### config.mk
export PLATFORM = sky130hd
export DESIGN_NAME = bldc_speed_control_logic
export DESIGN_NICKNAME = d
export VERILOG_FILES = /design/src/bldc_pkg.sv /design/src/sync_stage.sv /design/src/bldc_speed_control_logic.sv
export SDC_FILE = /design/constraint.sdc
export NUM_CORES = 1
export LEC_CHECK = 0
export ABC_AREA = 1
export BUFFER_PORTS_ARGS = -buffer_cell sky130_fd_sc_hd__buf_2
export CAP_MARGIN = 40
export CORE_MARGIN = 3
export CORE_UTILIZATION = 56
export DETAILED_ROUTE_END_ITERATION = 7
export GPL_ROUTABILITY_DRIVEN = 1
export GPL_TIMING_DRIVEN = 0
export PLACE_DENSITY_LB_ADDON = 0.3
export RECOVER_POWER = 25
export SYNTH_ARGS = -nofsm -noshare
export SYNTH_HDL_FRONTEND = slang
export SYNTH_SLANG_ARGS = --single-unit
### constraint.sdc
create_clock -name mclk -period 12.1 [get_ports mclk]
set_input_delay 1.815 -clock mclk [delete_from_list [all_inputs] [get_ports mclk]]
set_output_delay 1.815 -clock mclk [all_outputs]
set_load 0.005 [all_outputs]
### src/bldc_pkg.sv
// shared constants and carrier types of the brushless speed control logic
package bldc_pkg;

    // clock rate and power-up hold time
    localparam int CLK_MHZ      = 125;
    localparam int POWERUP_US   = 1000;
    localparam int POWERUP_CYC  = POWERUP_US * CLK_MHZ;
    localparam int PWR_CNT_W    = 20;

    // reference and speed loop figures
    localparam int REF_DIV      = 16;
    localparam int TACH_RATIO   = 8192;
    localparam int SPEED_TARGET = 2 * TACH_RATIO;
    localparam int LOCK_TOL     = SPEED_TARGET / 16;
    localparam int PHASE_W      = $clog2(TACH_RATIO);
    localparam int SPEED_W      = 16;
    localparam int PWM_W        = 8;

    // register byte offsets
    localparam logic [4:0] OFS_CTRL     = 5'h00;
    localparam logic [4:0] OFS_STATUS   = 5'h04;
    localparam logic [4:0] OFS_SPEED    = 5'h08;
    localparam logic [4:0] OFS_PHASE    = 5'h0c;
    localparam logic [4:0] OFS_INT_STAT = 5'h10;
    localparam logic [4:0] OFS_INT_MASK = 5'h14;
    localparam logic [4:0] OFS_DUTY     = 5'h18;

    // control fields and reset values
    localparam int          CTRL_STOP     = 0;
    localparam int          CTRL_STEP_LSB = 8;
    localparam logic [15:0] CTRL_RST      = 16'h0400;
    localparam logic [7:0]  DUTY_RST      = 8'h40;

    // interrupt bit positions
    localparam int INT_LOCK_GAIN = 0;
    localparam int INT_LOCK_LOSS = 1;
    localparam int INT_LIMIT     = 2;
    localparam int INT_SPEED     = 3;
    localparam int INT_W         = 4;

    // synchronised pin vector: hall plus, hall minus, tach, run/stop, dir, limit
    localparam int          PIN_W   = 11;
    localparam int          PIN_TP  = 6;
    localparam int          PIN_TN  = 7;
    localparam int          PIN_SS  = 8;
    localparam int          PIN_DIR = 9;
    localparam int          PIN_LIM = 10;
    localparam logic [10:0] PIN_RST = 11'h300;

    typedef enum logic [2:0] {
        ST_PWRUP = 3'b001,
        ST_STOP  = 3'b010,
        ST_RUN   = 3'b100
    } fsm_t;

    typedef struct packed {
        logic        read;
        logic        write;
        logic [4:0]  address;
        logic [3:0]  byteenable;
        logic [31:0] writedata;
    } avReq_t;

    typedef struct packed {
        logic        waitrequest;
        logic [31:0] readdata;
    } avRsp_t;

    typedef struct packed {
        logic [2:0] upper;
        logic [2:0] lower;
    } drive_t;

    typedef struct packed {
        fsm_t                   fsm;
        logic [PWR_CNT_W-1:0]   pwrCnt;
        logic [7:0]             refDiv;
        logic [PHASE_W-1:0]     refPhase;
        logic [PHASE_W-1:0]     phaseErr;
        logic [SPEED_W-1:0]     periodCnt;
        logic [SPEED_W-1:0]     speedCnt;
        logic                   halfSel;
        logic                   tach;
        logic                   accel;
        logic                   lockN;
        logic                   limitHit;
        logic                   powerSave;
        logic                   irq;
        logic [PWM_W-1:0]       duty;
        logic [PWM_W-1:0]       pwmCnt;
        logic [15:0]            ctrl;
        logic [INT_W-1:0]       intStat;
        logic [INT_W-1:0]       intMask;
        drive_t                 drive;
        avRsp_t                 rsp;
    } state_t;

    localparam state_t STATE_RST = '{
        fsm: ST_PWRUP, pwrCnt: '0, refDiv: '0, refPhase: '0, phaseErr: '0,
        periodCnt: '0, speedCnt: '0, halfSel: 1'b0, tach: 1'b0, accel: 1'b0,
        lockN: 1'b1, limitHit: 1'b0, powerSave: 1'b1, irq: 1'b0,
        duty: DUTY_RST, pwmCnt: '0, ctrl: CTRL_RST, intStat: '0, intMask: '0,
        drive: '0, rsp: '{waitrequest: 1'b1, readdata: '0}
    };

endpackage

### src/sync_stage.sv
// two flip-flop synchroniser with a chosen reset value
`timescale 1ns/10ps
`default_nettype none

module sync_stage #(
    parameter int               WIDTH   = 1,
    parameter logic [WIDTH-1:0] RST_VAL = '0
) (
    // clock and reset
    input  wire logic             clk,
    input  wire logic             rstN,
    // data
    input  wire logic [WIDTH-1:0] d,
    output var  logic [WIDTH-1:0] q
);

    logic [WIDTH-1:0] meta_r;

    // first stage feeds only the second stage
    always_ff @(posedge clk or negedge rstN) begin
        if (!rstN) begin
            meta_r <= RST_VAL;
            q      <= RST_VAL;
        end else begin
            meta_r <= d;
            q      <= meta_r;
        end
    end

endmodule
`default_nettype wire

### src/bldc_speed_control_logic.sv
// control logic of a three-phase brushless motor driver with speed loop
//
// Added by the designer: the placing of the registers and the Avalon-MM interface to the registers.
`timescale 1ns/10ps
`default_nettype none

// Overview of operation
// - The tachometer inputs are squared by a comparator with hysteresis into the speed pulse.
// - After power-up the logic is held in the power-up state for a charge time before it is released.
// - Run/stop low asks to run, high asks to stop, and an open input reads as stop.
// - Direction low asks forward, high asks reverse, and an open input reads as reverse.
// - Each position sensor reads high when its plus input exceeds its minus input, else low.
// - The discriminator counts reference ticks and gives a new speed result every two periods.
// - The phase loop gives a new phase error on every tachometer period.
// - The target tachometer frequency is the reference frequency divided by 8192.
// - Drive power is set by the on-time duty of the output, switches fully on while on.
// - Chopping acts on the lower switch only; the conducting upper switch stays on.
// - When the peak current reaches the limit threshold the on-time is cut.
// - In stop the block enters power save and removes drive from the motor.
// - The lock indicator is low while speed is within 6.25 percent of target, else high.
// - The discriminator output is high to accelerate and low to decelerate.
module bldc_speed_control_logic #(
    parameter int POWERUP_CYCLES = bldc_pkg::POWERUP_CYC,
    parameter int REF_DIV_P      = bldc_pkg::REF_DIV
) (
    // clock and reset
    input  wire logic             mclk,
    input  wire logic             rst_n,
    // rotor position sensors
    input  wire logic             pos_sensor1_pos,
    input  wire logic             pos_sensor1_neg,
    input  wire logic             pos_sensor2_pos,
    input  wire logic             pos_sensor2_neg,
    input  wire logic             pos_sensor3_pos,
    input  wire logic             pos_sensor3_neg,
    // tachometer amplifier comparator inputs
    input  wire logic             tach_amp_pos_in,
    input  wire logic             tach_amp_neg_in,
    // host selections and current sense
    input  wire logic             runStopN,
    input  wire logic             dirRev,
    input  wire logic             currentLimitHit,
    // register bus
    input  wire bldc_pkg::avReq_t avReq,
    output var  bldc_pkg::avRsp_t avRsp,
    // motor side and status pins
    output var  bldc_pkg::drive_t drive,
    output var  logic             tach_pulse,
    output var  logic             lock_indicator,
    output var  logic             discOut,
    output var  logic             powerSave,
    output var  logic             irq
);
    import bldc_pkg::*;

    // elaboration checks on the parameters
    if (POWERUP_CYCLES < 1 || POWERUP_CYCLES >= 2 ** PWR_CNT_W) begin : g_badPwr
        $error("POWERUP_CYCLES out of range");
    end
    if (REF_DIV_P < 2 || REF_DIV_P > 256) begin : g_badDiv
        $error("REF_DIV_P out of range");
    end

    localparam logic [PWR_CNT_W-1:0] PWR_LAST = PWR_CNT_W'(POWERUP_CYCLES - 1);
    localparam logic [7:0]           DIV_LAST = 8'(REF_DIV_P - 1);

    state_t            s_r;
    state_t            s_nxt;
    logic              rstSyncN;
    logic [PIN_W-1:0]  pinS;
    logic [2:0]        hallLvl;
    logic              tachRise;
    logic              speedEvt;
    logic              refTick;
    logic              stopReq;
    logic              pwmOn;
    logic              busReq;
    logic              busAcc;
    logic [7:0]        step;
    logic [INT_W-1:0]  evt;
    logic [31:0]       rdData;
    drive_t            cm;

    // speed within the lock window around the two-period target
    function automatic logic inWindow(input logic [SPEED_W-1:0] cnt);
        return (32'(cnt) + 32'(LOCK_TOL) >= 32'(SPEED_TARGET)) &&
               (32'(cnt) <= 32'(SPEED_TARGET) + 32'(LOCK_TOL));
    endfunction

    // six-step table, reverse swaps the upper and lower selections
    function automatic drive_t commutate(input logic [2:0] h, input logic rev);
        drive_t d;
        d = '0;
        case (h)
            3'h1: d = '{upper: 3'h1, lower: 3'h2};
            3'h3: d = '{upper: 3'h1, lower: 3'h4};
            3'h2: d = '{upper: 3'h2, lower: 3'h4};
            3'h6: d = '{upper: 3'h2, lower: 3'h1};
            3'h4: d = '{upper: 3'h4, lower: 3'h1};
            3'h5: d = '{upper: 3'h4, lower: 3'h2};
            default: d = '0;
        endcase
        if (rev) begin
            d = '{upper: d.lower, lower: d.upper};
        end
        return d;
    endfunction

    // byte-lane write merge
    function automatic logic [31:0] wmerge(input logic [31:0] old, input logic [31:0] wd,
                                           input logic [3:0] be);
        logic [31:0] r;
        r = old;
        for (int i = 0; i < 4; i++) begin
            if (be[i]) begin
                r[8*i +: 8] = wd[8*i +: 8];
            end
        end
        return r;
    endfunction

    // power-up hold
    // the logic stays in the power-up state until the charge count runs out
    sync_stage #(
        .WIDTH   (1),
        .RST_VAL (1'b0)
    ) u_rstSync (
        .clk  (mclk),
        .rstN (rst_n),
        .d    (1'b1),
        .q    (rstSyncN)
    );

    // open pins read as stop and reverse through the reset values
    sync_stage #(
        .WIDTH   (PIN_W),
        .RST_VAL (PIN_RST)
    ) u_pinSync (
        .clk  (mclk),
        .rstN (rstSyncN),
        .d    ({currentLimitHit, dirRev, runStopN, tach_amp_neg_in, tach_amp_pos_in,
                pos_sensor3_neg, pos_sensor2_neg, pos_sensor1_neg,
                pos_sensor3_pos, pos_sensor2_pos, pos_sensor1_pos}),
        .q    (pinS)
    );

    for (genvar i = 0; i < 3; i++) begin : g_hall
        assign hallLvl[i] = pinS[i] & ~pinS[3+i];
    end

    // next-state logic for the whole block
    always_comb begin
        s_nxt    = s_r;
        stopReq  = pinS[PIN_SS] | s_r.ctrl[CTRL_STOP];
        step     = s_r.ctrl[CTRL_STEP_LSB +: 8];
        busReq   = avReq.read | avReq.write;
        busAcc   = busReq & ~s_r.rsp.waitrequest;
        rdData   = '0;
        evt      = '0;

        // hysteresis: equal inputs keep the last level, so noise cannot chatter
        if (pinS[PIN_TP] && !pinS[PIN_TN]) begin
            s_nxt.tach = 1'b1;
        end else if (!pinS[PIN_TP] && pinS[PIN_TN]) begin
            s_nxt.tach = 1'b0;
        end
        tachRise = s_nxt.tach & ~s_r.tach;
        speedEvt = tachRise & s_r.halfSel;

        // reference phase wraps every 8192 ticks, one target period
        refTick      = (s_r.refDiv == DIV_LAST);
        s_nxt.refDiv = refTick ? 8'h00 : s_r.refDiv + 8'h01;
        if (refTick) begin
            s_nxt.refPhase = s_r.refPhase + PHASE_W'(1);
        end

        // two-period count, saturating so a stall cannot wrap into lock
        if (refTick && s_r.periodCnt != '1) begin
            s_nxt.periodCnt = s_r.periodCnt + SPEED_W'(1);
        end
        if (tachRise) begin
            s_nxt.phaseErr = s_r.refPhase;
            s_nxt.halfSel  = ~s_r.halfSel;
            if (s_r.halfSel) begin
                s_nxt.speedCnt  = s_r.periodCnt;
                // this cycle's tick opens the next window, so no tick is lost
                s_nxt.periodCnt = SPEED_W'(refTick);
                // slow motor gives a long count, ask to accelerate
                s_nxt.accel     = 32'(s_r.periodCnt) > 32'(SPEED_TARGET);
                s_nxt.lockN     = ~inWindow(s_r.periodCnt);
            end
        end else if (s_r.periodCnt == '1) begin
            s_nxt.lockN = 1'b1;
            s_nxt.accel = 1'b1;
        end

        // duty steps by the speed result, fine trim by phase sign
        if (speedEvt) begin
            if (s_nxt.accel) begin
                s_nxt.duty = (s_r.duty > ~step) ? '1 : s_r.duty + step;
            end else begin
                s_nxt.duty = (s_r.duty < step) ? '0 : s_r.duty - step;
            end
        end else if (tachRise) begin
            if (s_r.refPhase[PHASE_W-1] && s_r.duty != '1) begin
                s_nxt.duty = s_r.duty + PWM_W'(1);
            end else if (!s_r.refPhase[PHASE_W-1] && s_r.duty != '0) begin
                s_nxt.duty = s_r.duty - PWM_W'(1);
            end
        end

        // current limit cuts the rest of this pwm period; set wins over re-arm
        s_nxt.pwmCnt = s_r.pwmCnt + PWM_W'(1);
        if (&s_r.pwmCnt) begin
            s_nxt.limitHit = 1'b0;
        end
        if (pinS[PIN_LIM]) begin
            s_nxt.limitHit = 1'b1;
        end

        // operating state machine
        case (s_r.fsm)
            ST_PWRUP: begin
                if (s_r.pwrCnt == PWR_LAST) begin
                    s_nxt.fsm = ST_STOP;
                end else begin
                    s_nxt.pwrCnt = s_r.pwrCnt + PWR_CNT_W'(1);
                end
            end
            ST_STOP: begin
                if (!stopReq) begin
                    s_nxt.fsm = ST_RUN;
                end
            end
            ST_RUN: begin
                if (stopReq) begin
                    s_nxt.fsm = ST_STOP;
                end
            end
            default: s_nxt.fsm = ST_PWRUP;
        endcase

        // power save freezes the loop and restarts it from a known duty
        s_nxt.powerSave = (s_nxt.fsm != ST_RUN);
        if (s_nxt.powerSave) begin
            s_nxt.periodCnt = '0;
            s_nxt.halfSel   = 1'b0;
            s_nxt.lockN     = 1'b1;
            s_nxt.accel     = 1'b0;
            s_nxt.duty      = DUTY_RST;
        end

        cm    = commutate(hallLvl, pinS[PIN_DIR]);
        pwmOn = (s_nxt.pwmCnt < s_nxt.duty) & ~s_nxt.limitHit;
        // upper steady, only the lower switch is chopped
        s_nxt.drive.upper = s_nxt.powerSave ? 3'h0 : cm.upper;
        s_nxt.drive.lower = (s_nxt.powerSave || !pwmOn) ? 3'h0 : cm.lower;

        // events for the interrupt status
        evt[INT_LOCK_GAIN] = s_r.lockN & ~s_nxt.lockN;
        evt[INT_LOCK_LOSS] = ~s_r.lockN & s_nxt.lockN;
        evt[INT_LIMIT]     = pinS[PIN_LIM] & ~s_r.limitHit;
        evt[INT_SPEED]     = speedEvt;

        // read mux; unmapped addresses read zero
        case (avReq.address)
            OFS_CTRL:     rdData = {16'h0000, s_r.ctrl};
            OFS_STATUS:   rdData = {21'h000000, s_r.drive, s_r.limitHit, s_r.fsm == ST_RUN,
                                    pinS[PIN_DIR], s_r.accel, ~s_r.lockN};
            OFS_SPEED:    rdData = {16'h0000, s_r.speedCnt};
            OFS_PHASE:    rdData = {19'h00000, s_r.phaseErr};
            OFS_INT_STAT: rdData = {28'h0000000, s_r.intStat};
            OFS_INT_MASK: rdData = {28'h0000000, s_r.intMask};
            OFS_DUTY:     rdData = {24'h000000, s_r.duty};
            default:      rdData = '0;
        endcase

        // one wait cycle: data is captured when the request is first seen
        s_nxt.rsp.waitrequest = ~(busReq & s_r.rsp.waitrequest);
        s_nxt.intStat = s_r.intStat;
        if (busReq && s_r.rsp.waitrequest && avReq.read) begin
            s_nxt.rsp.readdata = rdData;
            // read clears only what was captured
            if (avReq.address == OFS_INT_STAT) begin
                s_nxt.intStat = '0;
            end
        end
        // an event in the clearing cycle is kept
        s_nxt.intStat = s_nxt.intStat | evt;

        // writes land at the edge where waitrequest is seen low
        if (busAcc && avReq.write) begin
            case (avReq.address)
                OFS_CTRL: begin
                    s_nxt.ctrl = 16'(wmerge({16'h0000, s_r.ctrl}, avReq.writedata,
                                            avReq.byteenable));
                end
                OFS_INT_MASK: begin
                    s_nxt.intMask = INT_W'(wmerge({28'h0000000, s_r.intMask},
                                                  avReq.writedata, avReq.byteenable));
                end
                default: s_nxt.intMask = s_r.intMask;
            endcase
        end

        s_nxt.irq = |(s_nxt.intStat & s_nxt.intMask);
    end

    // the single state register
    always_ff @(posedge mclk or negedge rstSyncN) begin
        if (!rstSyncN) begin
            s_r <= STATE_RST;
        end else begin
            s_r <= s_nxt;
        end
    end

    // outputs straight from flops; lock pin is low while in lock
    assign avRsp          = s_r.rsp;
    assign drive          = s_r.drive;
    assign tach_pulse     = s_r.tach;
    assign lock_indicator = s_r.lockN;
    assign discOut        = s_r.accel;
    assign powerSave      = s_r.powerSave;
    assign irq            = s_r.irq;
endmodule
`default_nettype wire

Yosys cells after proc, flatten, opt, wreduce, memory -nomap -nowiden --
Cells that the tools add are included.
Word-level totals: flip-flop bits (word level) 199, output and inout bits 44, word-level logic and storage cells 153
Operators by class: add/sub/neg operators 10, $lt $le $gt $ge 6, eq/ne operators 21, mux-type cells 36, bitwise logic cells 29, reduce and logical (&&, ||, !) cells 23
Operator list (number):
- $pmux W16 S7 | 1
- $mux W8 | 9
- $pmux W6 S6 | 1
- $mux W33 | 1
- $mux W16 | 2
- $mux W32 | 1
- $add A8 B1 Y8 const B | 3
- $add A20 B1 Y20 const B | 1
- $eq A20 B17 Y1 const B | 1
- $mux W4 | 5
- $add A16 B11 Y17 const B | 1
- $ge A17 B15 Y1 const B | 1
- $add A16 B1 Y16 const B | 1
- $eq A16 B16 Y1 const B | 1
- $gt A16 B15 Y1 const B | 1
- $le A16 B15 Y1 const B | 1
- $lt A8 B8 Y1 | 2
- $ne A16 B16 Y1 const B | 1
- $eq A5 B5 Y1 const B | 3
- $mux W3 | 5
- $add A13 B1 Y13 const B | 1
- $not A1 Y1 | 13
- $eq A3 B3 Y1 const B | 4
- $and A1 B1 Y1 | 11
- other kinds (29) | 54

Longest topological paths before layout --
Gate-level depths: netlist (run 1).
word-level depth 14, depth in mapped cells 25, mapped depth without buffers 25

Cells and area by module --
Synthesis (run 1) repeated with hierarchy kept, for this count alone.
Second synthesis, totals: cells, all modules 1128, area total of the unflattened synthesis 9575.4 um^2
Modules (own cells, without submodules):
- bldc_speed_control_logic | times used 1, cells each 1104, area an instance 8969.9 um^2, seq. area each 3986.3 um^2
- sync_stage (u_pinSync) | times used 1, cells each 22, area an instance 555.5 um^2, seq. area each 555.5 um^2
- sync_stage (u_rstSync) | times used 1, cells each 2, area an instance 50.0 um^2, seq. area each 50.0 um^2

Worst setup path after synthesis (run 1) --
OpenSTA, ideal clock, no wires.
kind input to register, start in avReq[37] in the netlist's numbering, end reg s_r[61] in the netlist's numbering, setup time 133 ps, data arrival time 3004 ps, setup slack 8963 ps, stages on the path 7, path buffers 1, path through nor2_1 > nand3_1 > nor2_2 > nand4_1 > clkbuf_1 > nor2_1 > a21oi_1
Between the ends: cells in the longest elaborated chain, start to end 2
RTL lines:
- start, declared | line bldc_speed_control_logic.sv:44 | input wire bldc_pkg::avReq_t avReq,
- $logic_not A5 Y1 | line bldc_speed_control_logic.sv:293 | case (avReq.address)
- $reduce_and A3 Y1 (no line)
- end signal, assigned | line bldc_speed_control_logic.sv:314 | s_r <= s_nxt;
- end, declared | line bldc_speed_control_logic.sv:67 | state_t s_r;
No other way between the ends. A chain may end at the register's enable or synchronous reset.

==> results by stage, run 1 <==
STA:
- The transition time at the pin with the least slew margin is 2890 ps.
- Dividing the final minimum period by the clock period gives 0.410.
- The worst setup slack after layout is just over 7000 ps.
- The final-report setup violation count is 0.
- The largest clock skew in the final design is 10.7 ps.
- The aggregate negative setup slack is 0 ps.
- The clock period could shrink to between 4000 and 5000 ps.
- The maximum operating frequency is between 0.2 and 0.25 GHz.
- Measured against its own limit, the worst slew margin works out to -0.930.
- Setup repair after global routing left no endpoint under its margin.
- The number of hold violations in the final report is 0.
- The hold slack is about 350 ps.
- The count of final max-slew check failures is 94.

Floorplan:
- The floorplan core area is between 15000 and 20000 µm².
- Measured along the x axis, the die boundary spans roughly 140 µm.
- The number of placement rows is 47.
- The chip height is 138 µm.
- The number of I/O pins is 100.
- The initial standard-cell utilization of the core is 0.579.
- The die covers roughly 19000 µm².

Synthesis:
- In this run, synthesis inferred 0 flip-flops with an integrated enable.
- In the synthesized netlist, the cells that appear most often are 248 x nand2_1, 173 x dfrtp_1, 156 x inv_1.
- Counting every instance in the synthesized netlist gives between 1000 and 1500.
- The synthesized area per cell is between 8 and 9 µm².
- By area the synthesized netlist is led by dfrtp_1 44%, nand2_1 9.6%, inv_1 6.0%.
- The leading register cell type out of synthesis is dfrtp_1.
- The portion of synthesized cell area occupied by the leading cell type is 0.444.
- Of the synthesized area, sequential elements account for 0.471.
- The cell area after synthesis is 9740 µm².
- The share of async-settable or async-resettable flops after synthesis is 1.00.
- The synthesized netlist contains just under 60 unique library cells.
- Yosys printed 0 warnings.
- The cell taking the most area after synthesis is dfrtp_1.
- The number of synthesized register bits is approximately 180.
- The most common cell in the synthesized netlist is nand2_1.

Critical path:
- The highest fanout seen on the critical path is 55.
- The kind of end point of the critical path is an asynchronous set/reset pin.
- By startpoint and endpoint, the worst setup path is classified as reg2async.
- The most numerous cell type found on the critical path is clkbuf_1.
- The required time of the critical path is between 10000 and 15000 ps.
- The signal on the critical path passes through clkbuf_1 > clkbuf_1.
- The signal arrival time at the worst endpoint is 5130 ps.
- The delay contributed by the slowest stage of the critical path is 2120 ps.
- The cell type of the slowest stage on the worst timing path is clkbuf_1.
- STA classifies the critical path startpoint as a flop.

Placed design:
- The number of cells after detailed placement is 1456.
- Port buffering added 65 buffers.
- Before CTS, the worst setup slack after placement is roughly 8300 ps.
- The HPWL after detailed placement is 17600 µm.
- The cell area reported after detailed placement is 10500 µm².
- The global placement routability congestion is roughly 0.94.

Detailed routing:
- In the final routed layout, each cell accounts on average for approximately 16 µm.
- The routed design has approximately 24000 µm of wire.
- Detailed routing inserted a total of 8019 vias.
- For this run, design rule violations remaining after detail routing come to 0.
- The first-pass iteration count of the detailed router is 5.
- After detailed routing, the number of vias per cell comes to between 5 and 6.
- The violation count after the first detailed-routing iteration is 617.
- The detail route stage leaves a number of antenna-violating nets equal to 0.

Run:
- Across the run, the number of max-cap violations was 2.

CTS:
- The root cell of the clock tree is clkbuf_16.
- The clock reaches the later pin of the worst-skew pair after between 400 and 500 ps.
- The post-cts hold buffer count is 0.
- The number of CTS-inserted buffers is 17.
- Gates resized during post-CTS repair numbered 0.
- Clock-pin slew was measured on the worst setup and hold paths at around 80 ps.
- In this run the number of H-tree levels came out at 4.
- TritonCTS built the clock tree.
- The number of clock sinks seen by CTS is around 180.
- The post-CTS setup buffer count is 0.
- The maximum buffer depth of the clock tree is 2.

Power:
- Power spread over the standard cell area amounts to roughly 120 nW/µm².
- The worst voltage drop across the vdd grid is around 0.11 mV.
- In this run the static leakage power is 5.47 nW.

Layout:
- The antenna diode count is 0.
- The area growth from synthesis to layout is 13.5%.
- The cell area after layout is 11100 µm².
- The layout cell share with drive strength beyond 1 is 0.158.
- The count of filler cells inserted in the layout is roughly 1400.
- After the last flow step, the layout net total stands at between 1000 and 1500.
- For this run, the number of standard cells in the final layout without fillers is roughly 1500.

GRT:
- The via count of the first global-routing pass is between 7000 and 8000.
- For this run, the total global-route usage over all layers was measured as 0.260.
- The largest net degree at the start of global routing is 66.
- The initial antenna violation count is 0.
- Global routing finished with a remaining overflow of 0.
- The first global-routing pass estimated 38300 µm of wire.

Min path:
- The worst min-delay path category is reg2reg.

Run status:
- The checks that failed: max-capacitance violations, max-slew violations.
- The flow ran to the end, but the final reports show violations.
## sequential cells by signal, indices dropped and copies added, names as in the netlist, 6 cells and up
| name | count |
|---|---|
| drive | 6 |
| u_pinSync.meta_r | 11 |
| u_pinSync.q | 11 |
| s_r | 131 |
| avRsp | 17 |
## metal layers
layer / global-route usage / vias up / wire [µm]
met5: 0 / - / 0
met4: 0.0895 / 0 / 665
met3: 0.0537 / 40 / 1810
met2: 0.410 / 305 / 10800
met1: 0.362 / 3799 / 10200
li1: - / 3875 / -
## cell usage in the layout, fill, tap and decap left out, types with 6 or more instances in the layout
cell type / Yosys / final
dfrtp_1: 173 / 173
clkbuf_1: 14 / 16
xnor2_1: 8 / 8
nand2_2: 8 / 8
o2111ai_1: 6 / 6
inv_1: 156 / 156
a21oi_1: 49 / 49
nor2_1: 93 / 93
conb_1: 2 / 17
nand3_1: 44 / 44
o21ai_0: 78 / 78
clkbuf_16: 0 / 17
buf_4: 40 / 40
xor2_1: 47 / 47
nor3_1: 22 / 22
nand4_1: 17 / 17
nor4_1: 9 / 9
ha_1: 33 / 33
o22ai_1: 9 / 9
dfstp_2: 10 / 10
nand2_1: 248 / 248
buf_2: 4 / 69
inv_2: 7 / 7
## path summary, 6_finish.rpt
check / to / cells past startpoint / slack (ps) / startpoint
min in group asynchronous: s_r[151]$_DFF_PN0_ / 0 / 430 / u_rstSync.q$_DFF_PN0_
hold reg to reg: u_rstSync.q$_DFF_PN0_ / 0 / 350 / u_rstSync.meta_r$_DFF_PN0_
setup / recovery: s_r[74]$_DFF_PN0_ / 2 / 7140 / u_rstSync.q$_DFF_PN0_
max in group mclk: drive[1]$_DFF_PN0_ / 17 / 8320 / s_r[71]$_DFF_PN0_
setup reg to reg: s_r[74]$_DFF_PN0_ / 2 / 7140 / u_rstSync.q$_DFF_PN0_
hold / removal: u_rstSync.q$_DFF_PN0_ / 0 / 350 / u_rstSync.meta_r$_DFF_PN0_
## critical path: cells and delay by family, from the launching register on
family,cells,cell delay (ps)
flops,1,1020
buf+inv,2,3630
## logic make-up (layout without fill, tap and decap cells)
group                    Yosys count  count (layout)  synth area share
AND/OR/NAND/NOR                  470             470             0.216
AO/OA/AOI/OAI                    178             178             0.106
flip-flops                       183             183             0.471
other                              2              17          0.000771
multiplexers                       2               2           0.00231
XOR/XNOR                          55              55            0.0494
buffers and inverters            227             327             0.106
adder cells (fa/ha/maj)           36              36            0.0475
## report_power, final
part | switching, W | leakage, nW | internal, W
Sequential | 0.0000191 | 2.37 | 0.000642
Clock | 0.000271 | 0.298 | 0.000302
Combinational | 0.0000869 | 2.80 | 0.0000495
## metrics by stage
step | utilization | total power (W)
2_1_floorplan | - | 0.000765
3_5_place_dp | 0.623 | 0.000808
4_1_cts | 0.660 | 0.00138
6_report | 0.657 | 0.00137
3_3_place_gp | 0.618 | 0.000801
5_1_grt | 0.657 | 0.00143
## cell type report
type	count	area, µm²	share of cell area
Timing Repair Buffer	68	360	0.0326
Inverter	165	619	0.0560
Sequential cell	183	4590	0.415
Clock inverter	14	183	0.0165
Multi-Input combinational cell	758	4170	0.377
Tap cell	220	275	0.0249
Buffer	62	415	0.0376
Clock buffer	18	439	0.0397
Power figures use the tool's default switching activity.
==> run 2, diff against run 1 <==
Clock period 12.1 ns to 5.1 ns, I/O delays scaled along.
==> results by stage, run 2 (synthesized netlist as in run 1, its figures left out) <==
CTS:
- Counting the buffers created by CTS gives 17.
- Clock tree synthesis selected as its root buffer the cell clkbuf_16.
- The post-cts hold buffer count is 0.
- The TritonCTS clock tree is yes.
- The H-tree was split into 4 levels.
- The post-CTS setup buffer count is 0.
- At the later pin of the worst-skew pair, clock insertion delay measures about 430 ps.
- The maximum buffer depth of the clock tree is 2.
- The clock-pin slew of the registers on the worst-case setup and hold paths is about 70 ps.
- Once the clock tree was built, the resizer swapped 0 gates to a different size.
- Clock tree synthesis found a total of approximately 180 sinks.

Critical path:
- The signal arrival time at the worst endpoint is 4200 ps.
- The highest fanout seen on the critical path is 7.
- The cell family with the largest share of critical-path delay is compound AO/OA/AOI/OAI gates.
- For flop-to-flop paths, the worst setup slack is ~1300 ps.
- STA puts the critical path data required time at 5460 ps.
- The worst path buffer plus inverter count is 2.
- The kind of end point of the critical path is a flop.
- The cell type of the slowest stage on the worst timing path is dfrtp_1.
- Walking the worst path, the cells encountered are inv_1 > ha_1 > fa_1 > inv_1 > nand3_1 > nand2_1 > nand3_1 > nand3_1 > nand2_1 > a2111oi_0 > a21oi_1 > ha_1 > a21oi_1 > o21bai_1 > a2111oi_0 > nand2_1 > nor2_1.
- STA classifies the critical path startpoint as a flop.
- The largest single stage delay on the critical path is ~460 ps.
- The kind of critical path is reg2reg.

Power:
- The logic gate share of total power is 0.098.
- The internal power consumption is about 0.0024 W.
- The sequential share of power is 0.490.
- In this run the static leakage power is 5.45 nW.
- The power per unit of standard cell area is between 200 and 300 nW/µm².
- IR analysis of the VDD net gives a maximum drop of ~0.23 mV.
- The share of total power dissipated in the clock network is 0.412.
- The analysis attributes to net switching a power of between 0.0008 and 0.0009 W.
- Of the total power, the share spent switching nets is 0.262.

Layout:
- Once layout is done, the placed cells without fillers occupy about 11000 µm².
- In the final layout, the multi-input gates occupy roughly 4200 µm².
- The net count of the finished layout is around 1300.
- Compared with the post-synthesis result, the final layout area differs by 13.0%.
- Counting the fill cells in the layout gives ~1400.
- The layout cell share with drive strength beyond 1 is 0.157.
- The antenna diode count is 0.
- The top cell types in the final layout, fill and taps aside, are 248 x nand2_1, 173 x dfrtp_1, 156 x inv_1.
- For this run, the share of the core covered by cells in the final layout is 0.654.
- The area of all sequential standard cells is roughly 4600 µm².
- The most common cell after layout, fill and taps aside is nand2_1.
- The number of flip-flops in the largest register is 131.
- The most flop-heavy register is s_r.

Min path:
- The path class of the tightest hold or removal check is in2async.

STA:
- The maximum operating frequency is between 0.2 and 0.3 GHz.
- The number of hold violations in the final report is 0.
- The shortest period the worst path allows is about 3800 ps.
- On the final layout, the worst hold slack is slightly above 100 ps.
- The largest clock skew in the final design is between 9 and 10 ps.
- The transition time at the pin with the least slew margin is about 1800 ps.
- The ratio of final minimum period to clock period is 0.753.
- Setup total negative slack on the finished layout was measured at 0 ps.
- The count of final max-slew check failures was ~190.
- The final-report setup violation count is 0.
- Setup repair after global routing left no endpoint under its margin.
- In this run the tightest slew margin relative to its limit is -0.217.

Detailed routing:
- The violation count after the first detailed-routing iteration is between 700 and 800.
- Using the TritonRoute via totals, the vias-per-cell ratio works out to ~5.3.
- The total wire length after detailed routing is ~24000 µm.
- The number of vias after detailed routing is between 7000 and 8000.
- The routed wirelength normalized by instance count is about 16 µm.
- The number of routed nets with antenna violations is 0.
- The first TritonRoute pass finished after 6 iterations.
- After detailed routing, the number of remaining DRC violations is 0.

GRT:
- The total overflow left after global routing is 0.
- The initial antenna violation count is 0.
- The first global-routing pass estimated about 38000 µm of wire.
- The via count of the first global-routing pass was between 7000 and 8000.
- The global routing usage summed across all routing layers is 0.261.
- Entering global routing, the biggest net connects 70 pins.

Placed design:
- The sum of net half-perimeters after detailed placement is 17900 µm.
- The number of input and output port buffers inserted is 65.
- After detailed placement, the total cell area comes to 10500 µm².
- The global placement routability congestion is approximately 0.90.

Run:
- The count of max-cap constraint violations is 3.

Run status:
- The flow ran to the end, but the final reports show violations.
- The final reports fail on max-capacitance violations, max-slew violations.

Floorplan:
- Row generation in the floorplan step produced 47 rows.
- The initial utilization of the core area, before any placement, comes to 0.579.
- Pin placement for this block handled 100 I/O pins.
- In this run the vertical extent of the chip is approximately 140 µm.
- The width of the die is ~140 µm.
- The floorplan core area is 16800 µm².
- The floorplan die area is around 19000 µm².
==> run 2: cell types whose count changed in the layout (fill, tap and decap cells not counted), sizes merged <==
| cell | change |
|---|---|
| clkbuf | +1 |
| clkinvlp | +2 |
| buf | -3 |
| clkinv | -1 |
| inv | -1 |
| bufinv | +1 |
==> run 2: final cells by class <==
| type | count | share of cell area |
|---|---|---|
| Buffer | 62 | 0.0377 |
| Clock buffer | 17 | 0.0387 |
| Clock inverter | 15 | 0.0157 |
| Inverter | 165 | 0.0563 |
| Multi-Input combinational cell | 758 | 0.379 |
| Sequential cell | 183 | 0.417 |
| Tap cell | 220 | 0.0250 |
| Timing Repair Buffer | 67 | 0.0302 |
==> run 2: power by group through the flow <==
stage          sequential (W)  clock (W)  combinational [W]
4_1_cts               0.00157    0.00135           0.000320
6_report              0.00157    0.00133           0.000315
3_5_place_dp          0.00160          0           0.000318
2_1_floorplan         0.00160          0           0.000213
5_1_grt               0.00158    0.00141           0.000362
3_3_place_gp          0.00162          0           0.000283
==> run 2: worst paths after layout <==
path	start	endpoint	cells past startpoint
setup / recovery	s_r[71]$_DFF_PN0_	drive[1]$_DFF_PN0_	17
hold / removal	rst_n	u_rstSync.meta_r$_DFF_PN0_	1
setup reg to reg	s_r[71]$_DFF_PN0_	drive[1]$_DFF_PN0_	17
hold reg to reg	u_pinSync.meta_r[1]$_DFF_PN0_	u_pinSync.q[1]$_DFF_PN0_	0
max in group asynchronous	u_rstSync.q$_DFF_PN0_	s_r[55]$_DFFE_PN0P_	1
min in group mclk	u_pinSync.meta_r[1]$_DFF_PN0_	u_pinSync.q[1]$_DFF_PN0_	0
==> run 2: worst register-to-register path, delay by kind of cell (launching register included) <==
family / cells / cell delay, ps
flip-flops: 1 / 460
AO/OA/AOI/OAI: 5 / 1120
buffers and inverters: 2 / 310
adder cells (fa/ha/maj): 3 / 920
AND/OR/NAND/NOR: 7 / 940
==> run 2: layer usage <==
metal	track usage	wire [µm]	vias to the layer above
met3	0.0624	1880	42
li1	-	-	3868
met5	0	0	-
met2	0.414	10900	320
met1	0.359	10300	3710
met4	0.0779	525	0
==> run 2: stage by stage <==
| stage | total power (W) | instances | worst slack (ps) |
|---|---|---|---|
| global placement | 0.00190 | 1453 | 1090 |
| CTS | 0.00324 | 1487 | 1320 |
| finish | 0.00322 | 1487 | 1260 |
| global route | 0.00336 | 1487 | 895 |
| detailed placement | 0.00192 | 1455 | 1380 |
| floorplan | 0.00182 | 1168 | 1960 |
==> run 3, diff against run 2 <==
Settings changed: ABC_AREA 1 to 0.
Clock period 5.1 ns to 3.8 ns, I/O delays scaled along.
==> results by stage, run 3 <==
Run status:
- The flow ran to the end, but the final reports show violations.
- The checks that failed: max-capacitance violations, max-slew violations, negative setup slack.

STA:
- The count of final max-slew check failures is 56.
- The aggregate negative setup slack is -285 ps.
- The transition time at the pin with the least slew margin is between 2000 and 2500 ps.
- Setup violations remaining at the end of the flow were counted as 3.
- In the finished design, the share of the clock period the worst path needs comes to 1.04.
- The worst setup slack after layout is -150 ps.
- The largest clock skew in the final design is 11.8 ps.
- The headroom to the max-slew limit is -0.414.
- The shortest period the worst path allows is between 3000 and 4000 ps.
- The number of hold violations in the final report is 0.
- For this run, the top clock speed supported by timing is ~0.25 GHz.
- The hold slack is about 220 ps.
- Setup repair after global routing could not meet its margin everywhere.

Power:
- In this run the power density over the cells is between 300 and 400 nW/µm².
- The total power of the final layout is 0.00446 W.
- IR analysis of the VDD net gives a maximum drop of 0.336 mV.
- The leakage dissipation is 5.29 nW.

Layout:
- The count of filler cells inserted in the layout is about 1300.
- The layout cell share with drive strength beyond 1 is 0.258.
- The register with the most flip-flops in the final layout is s_r.
- The net total in the final layout is ~1200.
- Across the whole layout, storage elements account for between 4000 and 5000 µm².
- The number of antenna diodes in the final layout is 0.
- The top cell types in the final layout, fill and taps aside, are 164 x dfrtp_1, 142 x nand2_1, 70 x buf_2.
- The number of flip-flops in the largest register is roughly 130.
- Leaving out fill and tap cells, the most frequent cell in the layout is dfrtp_1.
- Summing all multi-input logic gate instances after layout gives 4970 µm².
- The cell area after layout is 11700 µm².
- The area added between synthesis and finish is 20.1%.

Synthesis:
- The number of enable-type register cells in the synthesized netlist is 0.
- In the synthesized netlist, the number of instances is 988.
- The synthesized area per cell is approximately 9.9 µm².
- Sorting the synthesized cells by area gives the leading types as dfrtp_1 44%, nand2_1 5.5%, ha_1 4.2%.
- The cell area after synthesis is ~10000 µm².
- The synthesized design contains 183 register bits.
- The synthesized design spends more area on one cell type than any other, namely dfrtp_1.
- Of all flip-flops after synthesis, the portion carrying an async set or reset was 1.00.
- The post-synthesis sequential area ratio is 0.472.
- Sorting the synthesized cells by how often they occur yields 173 x dfrtp_1, 142 x nand2_1, 64 x nor2_1.
- The number of warnings issued by yosys is 0.
- dfrtp_1 is the most common cell in the netlist.
- The distinct cell type count of the synthesized netlist is 85.
- Of the post-synthesis cell area, the dominant cell type holds 0.445.
- The leading register cell type out of synthesis is dfrtp_1.

Critical path:
- Data on the critical path arrives at its endpoint at 4290 ps.
- The highest fanout seen on the critical path is 5.
- Across all register-to-register paths, the minimum setup slack is -150 ps.
- The setup path with the least slack is of type reg2reg.
- The worst setup path is launched from a flop.
- STA puts the critical path data required time at just over 4000 ps.
- The kind of end point of the critical path is a flop.

Placed design:
- Routability-driven placement finished with a final weighted congestion of ~0.94.
- Once placement finished, the instance area stood at around 10000 µm².
- Timing analysis after detailed placement gives a worst setup slack of -810 ps.
- Summed over all nets, the half-perimeter wirelength after detailed placement is ~18000 µm.
- The number of input and output port buffers inserted is 64.

CTS:
- The H-tree depth is 4.
- Counting every sink on the clock net gives 183.
- TritonCTS built the clock tree.
- The maximum buffer depth of the clock tree is 2.
- Buffers inserted during clock tree synthesis total 17.
- The clock-pin slew of the registers on the worst-case setup and hold paths is about 80 ps.
- The root cell of the clock tree is clkbuf_16.
- The clock network latency to the later pin of the worst-skew pair is around 440 ps.

Floorplan:
- The number of I/O pins is 100.
- The number of placement rows is between 40 and 50.
- From left edge to right edge, the die measures roughly 140 µm.
- In this run the vertical extent of the chip is around 140 µm.
- The floorplan die area is 19000 µm².
- The initial utilization of the core area, before any placement, comes to 0.579.
- After floorplanning, the core was sized to cover 16800 µm².

Run:
- The tool flagged a number of max-cap violations equal to 1.

GRT:
- Entering global routing, the biggest net connects 56 pins.
- The wire length of the first global-routing pass is 39400 µm.
- The total overflow left after global routing is 0.
- The via count of the first global-routing pass is about 7600.
- The initial antenna violation count is 0.
- The global routing usage summed across all routing layers is 0.270.

Detailed routing:
- In the routed layout, each cell is associated on average with a via count of ~6.
- The detail route stage leaves a number of antenna-violating nets equal to 0.
- The routed design has 25100 µm of wire.
- The DRC violation count after routing is 0.
- The number of vias after detailed routing is 7857.
- Dividing the detail-routed wire length by the instance count gives about 19 µm.
- For this block, the initial DRC count from the detailed router was 658.
- The first detailed-routing pass took 6 iterations.

Min path:
- The worst min-delay path category is in2reg.
run 3: final timing paths:
path	cells after the start	endpoint	start
setup / recovery	16	drive[0]$_DFF_PN0_	s_r[71]$_DFF_PN0_
hold / removal	1	u_pinSync.meta_r[9]$_DFF_PN1_	dirRev
setup reg to reg	16	drive[0]$_DFF_PN0_	s_r[71]$_DFF_PN0_
hold reg to reg	0	u_pinSync.q[7]$_DFF_PN0_	u_pinSync.meta_r[7]$_DFF_PN0_
max in group asynchronous	2	avRsp[32]$_DFF_PN1_	u_rstSync.q$_DFF_PN0_
min in group asynchronous	2	u_rstSync.meta_r$_DFF_PN0_	rst_n
run 3: what timing repair did:
item,CTS,global route
endpoints found under the setup margin,3,3
hold endpoints to repair,2,0
pin swaps,25,27
resized for setup,53,40
hold buffers,1,0
buffers inserted,21,2
run 3: stage by stage:
stage           util  cells
5_1_grt        0.695   1346
6_report       0.695   1346
3_5_place_dp   0.624   1291
3_3_place_gp   0.619   1287
2_1_floorplan      -   1003
4_1_cts        0.685   1344
run 3: power by group:
group	leakage (nW)	switching [W]	internal (W)	total [W]
clock network	0.301	0.000855	0.000947	0.00180
logic	2.62	0.000295	0.000233	0.000528
registers	2.37	0.0000935	0.00204	0.00213
total	5.29	0.00124	0.00322	0.00446
run 3: worst max-delay path: stages (launching register included):
cell      delay, ps
dfrtp_1         370
buf_6           110
inv_4            40
ha_4            160
fa_2            370
nand2b_4        180
a211oi_2        280
nor3_1           90
nor3_1          310
mux2i_1         200
a32o_2          310
ha_1            300
nand4_1          80
a221o_1         130
a21oi_1          60
or4b_4          570
nor4_4          260
run 3: cell type report:
cell class / instances / share of cell area
Timing Repair Buffer: 92 / 0.0493
Sequential cell: 183 / 0.394
Buffer: 77 / 0.0447
Tap cell: 220 / 0.0235
Clock inverter: 15 / 0.0156
Clock buffer: 17 / 0.0364
Inverter: 31 / 0.0116
Multi-Input combinational cell: 711 / 0.425
run 3: logic make-up after synthesis:
group,after synthesis,synth area share
compound gates,181,0.128
xor+xnor,65,0.0585
fa+ha+maj,36,0.0475
buf+inv,109,0.0630
flops,183,0.472
mux,33,0.0364
other cells,2,0.000771
simple gates,379,0.195
run 3: per-layer routing:
| metal | wire length, µm | GRT usage | up-vias |
|---|---|---|---|
| met3 | 1620 | 0.0606 | 64 |
| met5 | 0 | 0 | - |
| met2 | 11600 | 0.417 | 299 |
| met4 | 921 | 0.119 | 0 |
| li1 | - | - | 3726 |
| met1 | 10900 | 0.367 | 3768 |
